**src/pc_paging_pkg.sv**
```systemverilog
// constants shared by the program counter and paging block
package pc_paging_pkg;
  localparam int          PC_W          = 12;
  localparam int          LOW_W         = 10;
  localparam int          DATA_W        = 8;
  localparam int          PAGE_W        = 2;
  localparam int          PTR_W         = 6;
  localparam int          BANK_W        = 2;
  localparam int          ROM_WORD_W    = 13;
  localparam int          STACK_DEPTH   = 8;
  localparam int          STACK_PTR_W   = 3;
  localparam logic [7:0]  ADDR_INDIRECT = 8'h00;
  localparam logic [7:0]  ADDR_PC       = 8'h02;
  localparam logic [7:0]  ADDR_RAMSEL   = 8'h04;
  localparam logic [11:0] PC_RESET      = 12'h000;
  localparam logic [7:0]  RAMSEL_RESET  = 8'h00;
  localparam logic [7:0]  READ_ZERO     = 8'h00;
  localparam int          MOV_KEEP_LSB  = 8;
  localparam int          PAGE_LSB      = 10;
  localparam int          BANK_LSB      = 6;
endpackage

```
**src/return_stack.sv**
```systemverilog
// circular return-address stack
`timescale 1ns/10ps
`default_nettype none
module return_stack
  import pc_paging_pkg::*;
(
  input  wire logic              sys_clk,
  input  wire logic              rst_n,
  input  wire logic              clkEn,
  input  wire logic              push,
  input  wire logic              pop,
  input  wire logic [PC_W-1:0]   pushData,
  output logic      [PC_W-1:0]   topData
);
  logic [PC_W-1:0]        stackMem [STACK_DEPTH];
  logic [STACK_PTR_W-1:0] sp_r;

  // pointer wraps on overflow and underflow
  always_ff @(posedge sys_clk) begin
    if (!rst_n) begin
      sp_r <= '0;
    end else if (clkEn) begin
      if (push) begin
        sp_r <= sp_r + 3'h1;
      end else if (pop) begin
        sp_r <= sp_r - 3'h1;
      end
    end
  end

  always_ff @(posedge sys_clk) begin
    if (clkEn && push) begin
      stackMem[sp_r] <= pushData;
    end
  end

  assign topData = stackMem[sp_r - 3'h1];
endmodule
`default_nettype wire

```
**src/program_counter_paging.sv**
```systemverilog
// program counter, page loading and indirect data access of the core
`timescale 1ns/10ps
`default_nettype none
// What this block does
// - reset clears every program counter bit so execution restarts at address zero.
// - the counter is twelve bits wide and addresses a 4K by 13-bit instruction ROM.
// - a jump loads its 10-bit immediate target into the low counter bits.
// - a call loads its target like a jump and pushes the next instruction address.
// - every kind of return loads the counter from the top of the return stack.
// - adding the accumulator to the counter register adds it as an offset to the next address, with carry through bit 9 only.
// - moving the accumulator into the counter register replaces the low 8 bits and keeps bits 8 and 9.
// - jump and call load counter bits 10 and 11 from the page select bits.
// - register address zero holds nothing and reaches the location chosen by the RAM select pointer.
// - the pointer's low six bits pick one of 64 registers and its top two bits pick one of four banks.
// - the page select bits, as ROM pages 0 to 3, go into the top counter bits on a jump, call, add or move into the counter.
// - returns never touch the page select bits, so they resume on the calling page.
module program_counter_paging
  import pc_paging_pkg::*;
(
  input  wire logic                sys_clk,
  input  wire logic                rst_n,
  input  wire logic                clkEn,
  input  wire logic                opStep,
  input  wire logic                opJump,
  input  wire logic                opCall,
  input  wire logic                opReturn,
  input  wire logic                opAddPc,
  input  wire logic [LOW_W-1:0]    jumpTarget,
  input  wire logic [DATA_W-1:0]   accum,
  input  wire logic [PAGE_W-1:0]   pageSelectBits,
  input  wire logic [7:0]          regAddr,
  input  wire logic [DATA_W-1:0]   regWrData,
  input  wire logic                regWr,
  input  wire logic                regRd,
  output logic      [DATA_W-1:0]   regRdData,
  output logic      [PC_W-1:0]     romAddr,
  output logic      [DATA_W-1:0]   ramSelectPointer
);
  localparam int NUM_BANKS = 2**BANK_W;
  localparam int BANK_REGS = 2**PTR_W;

  // where the next counter value comes from, one bit per source
  typedef enum logic [5:0] {
    SRC_HOLD   = 6'b000001,
    SRC_BRANCH = 6'b000010,
    SRC_RETURN = 6'b000100,
    SRC_ADD    = 6'b001000,
    SRC_MOVE   = 6'b010000,
    SRC_STEP   = 6'b100000
  } pc_src_e;

  // where the read data comes from, one bit per source
  typedef enum logic [3:0] {
    RD_NONE    = 4'b0001,
    RD_WINDOW  = 4'b0010,
    RD_COUNTER = 4'b0100,
    RD_POINTER = 4'b1000
  } rd_src_e;

  // counter
  logic [PAGE_W-1:0]    pcPage_r;
  logic [LOW_W-1:0]     pcLow_r;
  logic [PC_W-1:0]      pc_r;
  logic [PC_W-1:0]      pc_nxt;
  logic [PC_W-1:0]      pcPlusOne;
  logic [LOW_W-1:0]     addSum;
  logic [PC_W-1:0]      branchPc;
  logic [PC_W-1:0]      addPc;
  logic [PC_W-1:0]      movePc;
  logic                 branchOp;
  pc_src_e              pcSrc;

  // return stack
  logic [PC_W-1:0]      stackTop;
  logic                 pushReq;
  logic                 popReq;

  // ram select pointer and data banks
  logic [BANK_W-1:0]    bankSel_r;
  logic [PTR_W-1:0]     regSel_r;
  logic [DATA_W-1:0]    ramSel_r;
  logic [DATA_W-1:0]    ramSel_nxt;
  logic [NUM_BANKS-1:0] bankWe;
  logic [DATA_W-1:0]    bankRd [NUM_BANKS];
  logic [DATA_W-1:0]    windowData;

  // register bus
  logic                 wrIndirect;
  logic                 wrPc;
  logic                 wrRamSel;
  logic                 rdIndirect;
  logic                 rdPc;
  logic                 rdRamSel;
  rd_src_e              rdSrc;
  logic [DATA_W-1:0]    rdData_r;
  logic [DATA_W-1:0]    rdData_nxt;

  function automatic logic hits(input logic [7:0] a, input logic [7:0] target);
    return a == target;
  endfunction

  function automatic logic isIndirect(input logic [7:0] a);
    return hits(a, ADDR_INDIRECT);
  endfunction

  function automatic logic isCounter(input logic [7:0] a);
    return hits(a, ADDR_PC);
  endfunction

  function automatic logic isPointer(input logic [7:0] a);
    return hits(a, ADDR_RAMSEL);
  endfunction

  // joins the page select bits above a 10-bit in-page address
  function automatic logic [PC_W-1:0] onPage(input logic [PAGE_W-1:0] page, input logic [LOW_W-1:0] low);
    return {page, low};
  endfunction

  function automatic logic [BANK_W-1:0] bankOf(input logic [DATA_W-1:0] ptr);
    return ptr[DATA_W-1:BANK_LSB];
  endfunction

  function automatic logic [PTR_W-1:0] regOf(input logic [DATA_W-1:0] ptr);
    return ptr[PTR_W-1:0];
  endfunction

  // register bus decode
  assign wrIndirect = clkEn && regWr && isIndirect(regAddr);
  assign wrPc       = clkEn && regWr && isCounter(regAddr);
  assign wrRamSel   = clkEn && regWr && isPointer(regAddr);
  assign rdIndirect = regRd && isIndirect(regAddr);
  assign rdPc       = regRd && isCounter(regAddr);
  assign rdRamSel   = regRd && isPointer(regAddr);

  // candidate counter values
  assign pcPlusOne = pc_r + 12'h001;
  assign addSum    = pcPlusOne[LOW_W-1:0] + {2'h0, accum};
  assign branchOp  = opJump || opCall;
  assign branchPc  = onPage(pageSelectBits, jumpTarget);
  assign addPc     = onPage(pageSelectBits, addSum);
  assign movePc    = onPage(pageSelectBits, {pc_r[PAGE_LSB-1:MOV_KEEP_LSB], regWrData});

  // source select, by priority of the instruction in flight
  always_comb begin
    pcSrc = SRC_HOLD;
    if (branchOp) begin
      pcSrc = SRC_BRANCH;
    end else if (opReturn) begin
      pcSrc = SRC_RETURN;
    end else if (opAddPc) begin
      pcSrc = SRC_ADD;
    end else if (wrPc) begin
      pcSrc = SRC_MOVE;
    end else if (opStep) begin
      pcSrc = SRC_STEP;
    end
  end

  // next counter value
  always_comb begin
    pc_nxt = pc_r;
    unique case (pcSrc)
      SRC_HOLD: begin
        pc_nxt = pc_r;
      end
      SRC_BRANCH: begin
        pc_nxt = branchPc;
      end
      SRC_RETURN: begin
        pc_nxt = stackTop;
      end
      SRC_ADD: begin
        pc_nxt = addPc;
      end
      SRC_MOVE: begin
        pc_nxt = movePc;
      end
      SRC_STEP: begin
        pc_nxt = pcPlusOne;
      end
    endcase
  end

  // page half of the counter
  always_ff @(posedge sys_clk) begin
    if (!rst_n) begin
      pcPage_r <= PC_RESET[PC_W-1:PAGE_LSB];
    end else if (clkEn) begin
      pcPage_r <= pc_nxt[PC_W-1:PAGE_LSB];
    end
  end

  // in-page half of the counter
  always_ff @(posedge sys_clk) begin
    if (!rst_n) begin
      pcLow_r <= PC_RESET[PAGE_LSB-1:0];
    end else if (clkEn) begin
      pcLow_r <= pc_nxt[PAGE_LSB-1:0];
    end
  end

  assign pc_r = {pcPage_r, pcLow_r};

  // call pushes, return pops unless a call wins the same cycle
  assign pushReq = opCall;
  assign popReq  = opReturn && !opCall;

  return_stack return_stack_i (
    .sys_clk  (sys_clk),
    .rst_n    (rst_n),
    .clkEn    (clkEn),
    .push     (pushReq),
    .pop      (popReq),
    .pushData (pcPlusOne),
    .topData  (stackTop)
  );

  // pointer register, kept as bank and register fields
  assign ramSel_nxt = wrRamSel ? regWrData : ramSel_r;
  assign ramSel_r   = {bankSel_r, regSel_r};

  always_ff @(posedge sys_clk) begin
    if (!rst_n) begin
      bankSel_r <= RAMSEL_RESET[DATA_W-1:BANK_LSB];
    end else if (clkEn) begin
      bankSel_r <= bankOf(ramSel_nxt);
    end
  end

  always_ff @(posedge sys_clk) begin
    if (!rst_n) begin
      regSel_r <= RAMSEL_RESET[PTR_W-1:0];
    end else if (clkEn) begin
      regSel_r <= regOf(ramSel_nxt);
    end
  end

  // address zero is a window onto the selected bank and register
  for (genvar b = 0; b < NUM_BANKS; b++) begin : g_bank
    logic [DATA_W-1:0] bankMem [BANK_REGS];

    assign bankWe[b] = wrIndirect && (bankSel_r == BANK_W'(b));

    always_ff @(posedge sys_clk) begin
      if (bankWe[b]) begin
        bankMem[regSel_r] <= regWrData;
      end
    end

    assign bankRd[b] = bankMem[regSel_r];
  end

  assign windowData = bankRd[bankSel_r];

  // read source select
  always_comb begin
    rdSrc = RD_NONE;
    if (rdIndirect) begin
      rdSrc = RD_WINDOW;
    end else if (rdPc) begin
      rdSrc = RD_COUNTER;
    end else if (rdRamSel) begin
      rdSrc = RD_POINTER;
    end
  end

  // read data for the cycle after the strobe
  always_comb begin
    rdData_nxt = READ_ZERO;
    unique case (rdSrc)
      RD_NONE: begin
        rdData_nxt = READ_ZERO;
      end
      RD_WINDOW: begin
        rdData_nxt = windowData;
      end
      RD_COUNTER: begin
        rdData_nxt = pc_r[DATA_W-1:0];
      end
      RD_POINTER: begin
        rdData_nxt = ramSel_r;
      end
    endcase
  end

  // read data register, held while the clock enable is low
  always_ff @(posedge sys_clk) begin
    if (!rst_n) begin
      rdData_r <= READ_ZERO;
    end else if (clkEn) begin
      rdData_r <= rdData_nxt;
    end
  end

  // outputs straight from registers
  assign regRdData        = rdData_r;
  assign romAddr          = {pcPage_r, pcLow_r};
  assign ramSelectPointer = {bankSel_r, regSel_r};
endmodule
`default_nettype wire

```
**config.mk**
```make
export PLATFORM = sky130hd
export DESIGN_NAME = program_counter_paging
export DESIGN_NICKNAME = d
export VERILOG_FILES = /design/src/pc_paging_pkg.sv /design/src/return_stack.sv /design/src/program_counter_paging.sv
export SDC_FILE = /design/constraint.sdc
export NUM_CORES = 2
export LEC_CHECK = 0
export BUFFER_PORTS_ARGS = -buffer_cell sky130_fd_sc_hd__buf_2
export CORE_MARGIN = 8
export CORE_UTILIZATION = 50
export CTS_BUF_LIST = sky130_fd_sc_hd__clkbuf_16
export DETAILED_ROUTE_END_ITERATION = 10
export HOLD_SLACK_MARGIN = 0.12
export PLACE_DENSITY_LB_ADDON = 0.12
export SKIP_CTS_REPAIR_TIMING = 1
export SLEW_MARGIN = 20
export SYNTH_ARGS = -nofsm -noshare
export SYNTH_HDL_FRONTEND = slang
export SYNTH_SLANG_ARGS = --single-unit
```
**constraint.sdc**
```tcl
create_clock -name sys_clk -period 7.25 [get_ports sys_clk]
set_clock_uncertainty 0.15 [all_clocks]
set_input_delay 0.3625 -clock sys_clk [delete_from_list [all_inputs] [get_ports sys_clk]]
set_output_delay 0.3625 -clock sys_clk [all_outputs]
set_load 0.02 [all_outputs]
```
==> summary.txt <==
Worst setup path
  • Worst-path cell chain: clkinv_2 -> buf_4 -> mux2_2 -> o32ai_1 -> a211oi_1 -> nand3_1 -> nand4_1 -> a211o_1
  • Critical path class: reg2reg
  • Startpoint Class: flop
  • CP required: 7.88 ns
  • Worst flop-to-flop path endpoint: regRdData[0]
  • Worst path top cell family by delay: buffers and inverters
  • Max stage delay on crit path: 1.03 ns
  • Worst path bufs/invs: 2
  • Crit path max fanout: 32
  • Crit. path cell count: 8
  • Crit. End Element: flop
  • Crit path max-delay cell type: a211oi_1
  • Setup slack, reg-to-reg: 2.59 ns
  • Reg2Reg Depth: 8
  • Arrival time worst endpoint: 5.29 ns

Yosys
  • Count of cell types in the netlist: 76
  • Top-count cell post-synth: edfxtp_1
  • Most frequent cells after synthesis: 2,144 x edfxtp_1, 487 x mux4_2, 322 x nor2_1
  • Post-synth ARST share: 0%
  • Mapped cell area: 85,900 µm²
  • Mapped Cells: 4,333
  • Post-synth top area cell: edfxtp_1
  • Synth top area cells: edfxtp_1 75%, mux4_2 13%, mux2i_1 1.7%
  • Avg Inst Size Synth: 19.8 µm²
  • Sequential fraction of the synthesis area: 75.8%
  • Number of synthesized flops with an enable pin: 2,144
  • Syn Nets: 4,391
  • Ys Warns: 0
  • Yosys top cell area share: 74.9%
  • Ys flop type: edfxtp_1
  • Register bit total from synthesis: 2,181

Routing
  • WL final: 259,000 µm
  • DRC: 0
  • DRT iter0 DRCs: 6,427
  • Routed Antenna Nets: 0
  • Vias per inst: 6.61
  • First drt pass iteration count: 9
  • Post-DR wirelength/cell: 37.4 µm
  • Vias: 45,800

Cells and area
  • Fillers: 13,000
  • Non-filler cells, final: 6,930
  • # nets final: 4,568
  • Area Growth Syn to Fin: 11.7%
  • Layout cell share with drive strength beyond 1: 21.8%

Placed design
  • PortBufs: 73
  • DP HPWL: 165,000 µm
  • DP Cell Count: 6,481
  • GP Congestion: 0.931

Hold path
  • Hold Crit Class: in2reg
  • WHS Path Cells: 1
  • Worst Min Path Start: regWrData[6]
  • Worst hold endpoint: g_bank[3].bankMem[0][6]

Global route
  • Overall Global Routing Usage: 27.4%
  • Initial antenna violation count: 11
  • Gr ovfl total: 0
  • Vias in the first global route: 44,300
  • First-pass GRT wire length: 358,000 µm
  • Largest net degree at the start of global routing: 217

CTS
  • Total CTS buffers: 216
  • Root Buffer: clkbuf_16
  • Clock tree from TritonCTS: yes
  • Clock Latency Late Sink: 0.84 ns
  • Clock net sink count: 2,181
  • Longest Clk Path Bufs: 3
  • Clk slew on worst S/H paths: 0.06 ns
  • H-tree levels: 4

Die
  • Cell row count: 152
  • Core ar.: 171,000 µm²
  • Die area: 185,000 µm²
  • Boundary Pins: 74
  • Die Ht: 431 µm
  • Initial Util: 50.2%
  • Width of the die: 431 µm

Timing
  • Fin. max-slew vios: 0
  • Fin crit period: 4.66 ns
  • TNS Setup: 0 ns
  • Worst Tran Pin Value: 1.35 ns
  • Max Fclk: 214 MHz
  • RSZ-0062 raised after global routing: no
  • Final setup violation count: 0
  • Final hold vios: 0
  • Relative slew slack: 9.46%
  • Period utilisation layout: 64.3%

Job
  • Max cap viols: 0

Power and ir drop
  • Leakage: 29.1 nW
  • Tot Pwr: 25.1 mW
  • VDD IR max: 0.234 mV
  • P per Cell Area: 261 nW/µm²

Status
  • Status: finished clean
worst max-delay path by stage:
stage	endpoint	slack (ns)
3_5_place_dp	regRdData[6]	2.75
5_1_grt	regRdData[0]	2.60
2_1_floorplan	pcLow_r[3]	4.08
3_3_place_gp	regRdData[0]	2.58
6_report	regRdData[0]	2.59
4_1_cts	regRdData[0]	2.75
cell usage in the layout, fill, tap and decap left out, types with 18 or more instances in the layout:
| cell | Yosys | layout |
|---|---|---|
| a31oi_1 | 21 | 21 |
| nor2b_1 | 32 | 28 |
| dfxtp_1 | 37 | 30 |
| o21ai_0 | 41 | 40 |
| mux2i_1 | 149 | 149 |
| a22oi_1 | 96 | 96 |
| buf_4 | 36 | 78 |
| nor3_1 | 23 | 23 |
| clkbuf_16 | 0 | 216 |
| nand2_1 | 219 | 215 |
| nor2_1 | 322 | 312 |
| nand4_1 | 22 | 22 |
| a211oi_1 | 20 | 18 |
| inv_1 | 13 | 67 |
| buf_2 | 70 | 65 |
| clkinv_2 | 0 | 40 |
| o22ai_1 | 44 | 44 |
| clkinv_1 | 2 | 58 |
| mux2_2 | 37 | 37 |
| a21oi_1 | 69 | 69 |
| mux4_2 | 487 | 487 |
| edfxtp_1 | 2144 | 2144 |
| nand3_1 | 64 | 64 |
| dlygate4sd3_1 | 0 | 43 |
registers in the layout (all words and copies together) (netlist names), named ones only:
name / count
g_bank.bankMem: 2048
return_stack_i.stackMem: 96
pcLow_r: 10
regRdData: 8
regSel_r: 6
return_stack_i.sp_r: 3
bankSel_r: 2
pcPage_r: 2
per-stage QoR:
stage	area [µm²]	hold WS (ns)	worst slack, ns	utilization [%]
2_1_floorplan	85900	0.311	4.08	-
3_3_place_gp	88800	0.381	2.58	51.9
3_5_place_dp	88800	0.387	2.75	51.9
4_1_cts	95500	-0.409	2.75	55.8
5_1_grt	96000	0.123	2.60	56.1
6_report	96000	0.0819	2.59	56.1
area by class of cell:
type | instances | area (µm²) | area share, %
Sequential cell | 2181 | 65100 | 67.8
Tap cell | 2233 | 2790 | 2.91
Timing Repair Buffer | 210 | 1790 | 1.86
Antenna cell | 8 | 20.0 | 0.0209
Clock inverter | 181 | 1280 | 1.33
Inverter | 16 | 61.3 | 0.0639
Multi-Input combinational cell | 1885 | 19500 | 20.3
Clock buffer | 216 | 5410 | 5.63
worst reg2reg max path, stage by stage, from the launching register on:
cell and delay [ns]:
dfxtp_4 0.71, clkinv_2 0.72, buf_4 0.62, mux2_2 0.36, o32ai_1 0.08, a211oi_1 1.03
nand3_1 0.52, nand4_1 0.27, a211o_1 0.14
layer usage:
metal | wire [µm] | vias up | track usage (%)
li1 | - | 18200 | -
met1 | 99800 | 24300 | 37.6
met2 | 120000 | 2697 | 42.4
met3 | 25500 | 568 | 6.30
met4 | 13200 | 6 | 11.9
met5 | 41 | - | 0
report_power, final:
group          total, mW  internal [mW]  leakage, nW  switching [mW]
sequential          13.9           13.9         19.6          0.0203
clock               10.7           5.96         3.50            4.76
combinational      0.489          0.132         6.03           0.357
total               25.1           20.0         29.1            5.14
cells by family after synthesis:
family | share of synthesized area (%)
flops | 75.8
simple gates | 4.01
mux | 15.0
compound gates | 3.27
buf+inv | 1.60
xor+xnor | 0.153
fa+ha+maj | 0.183
No activity file was read; power rests on OpenSTA's default activity.
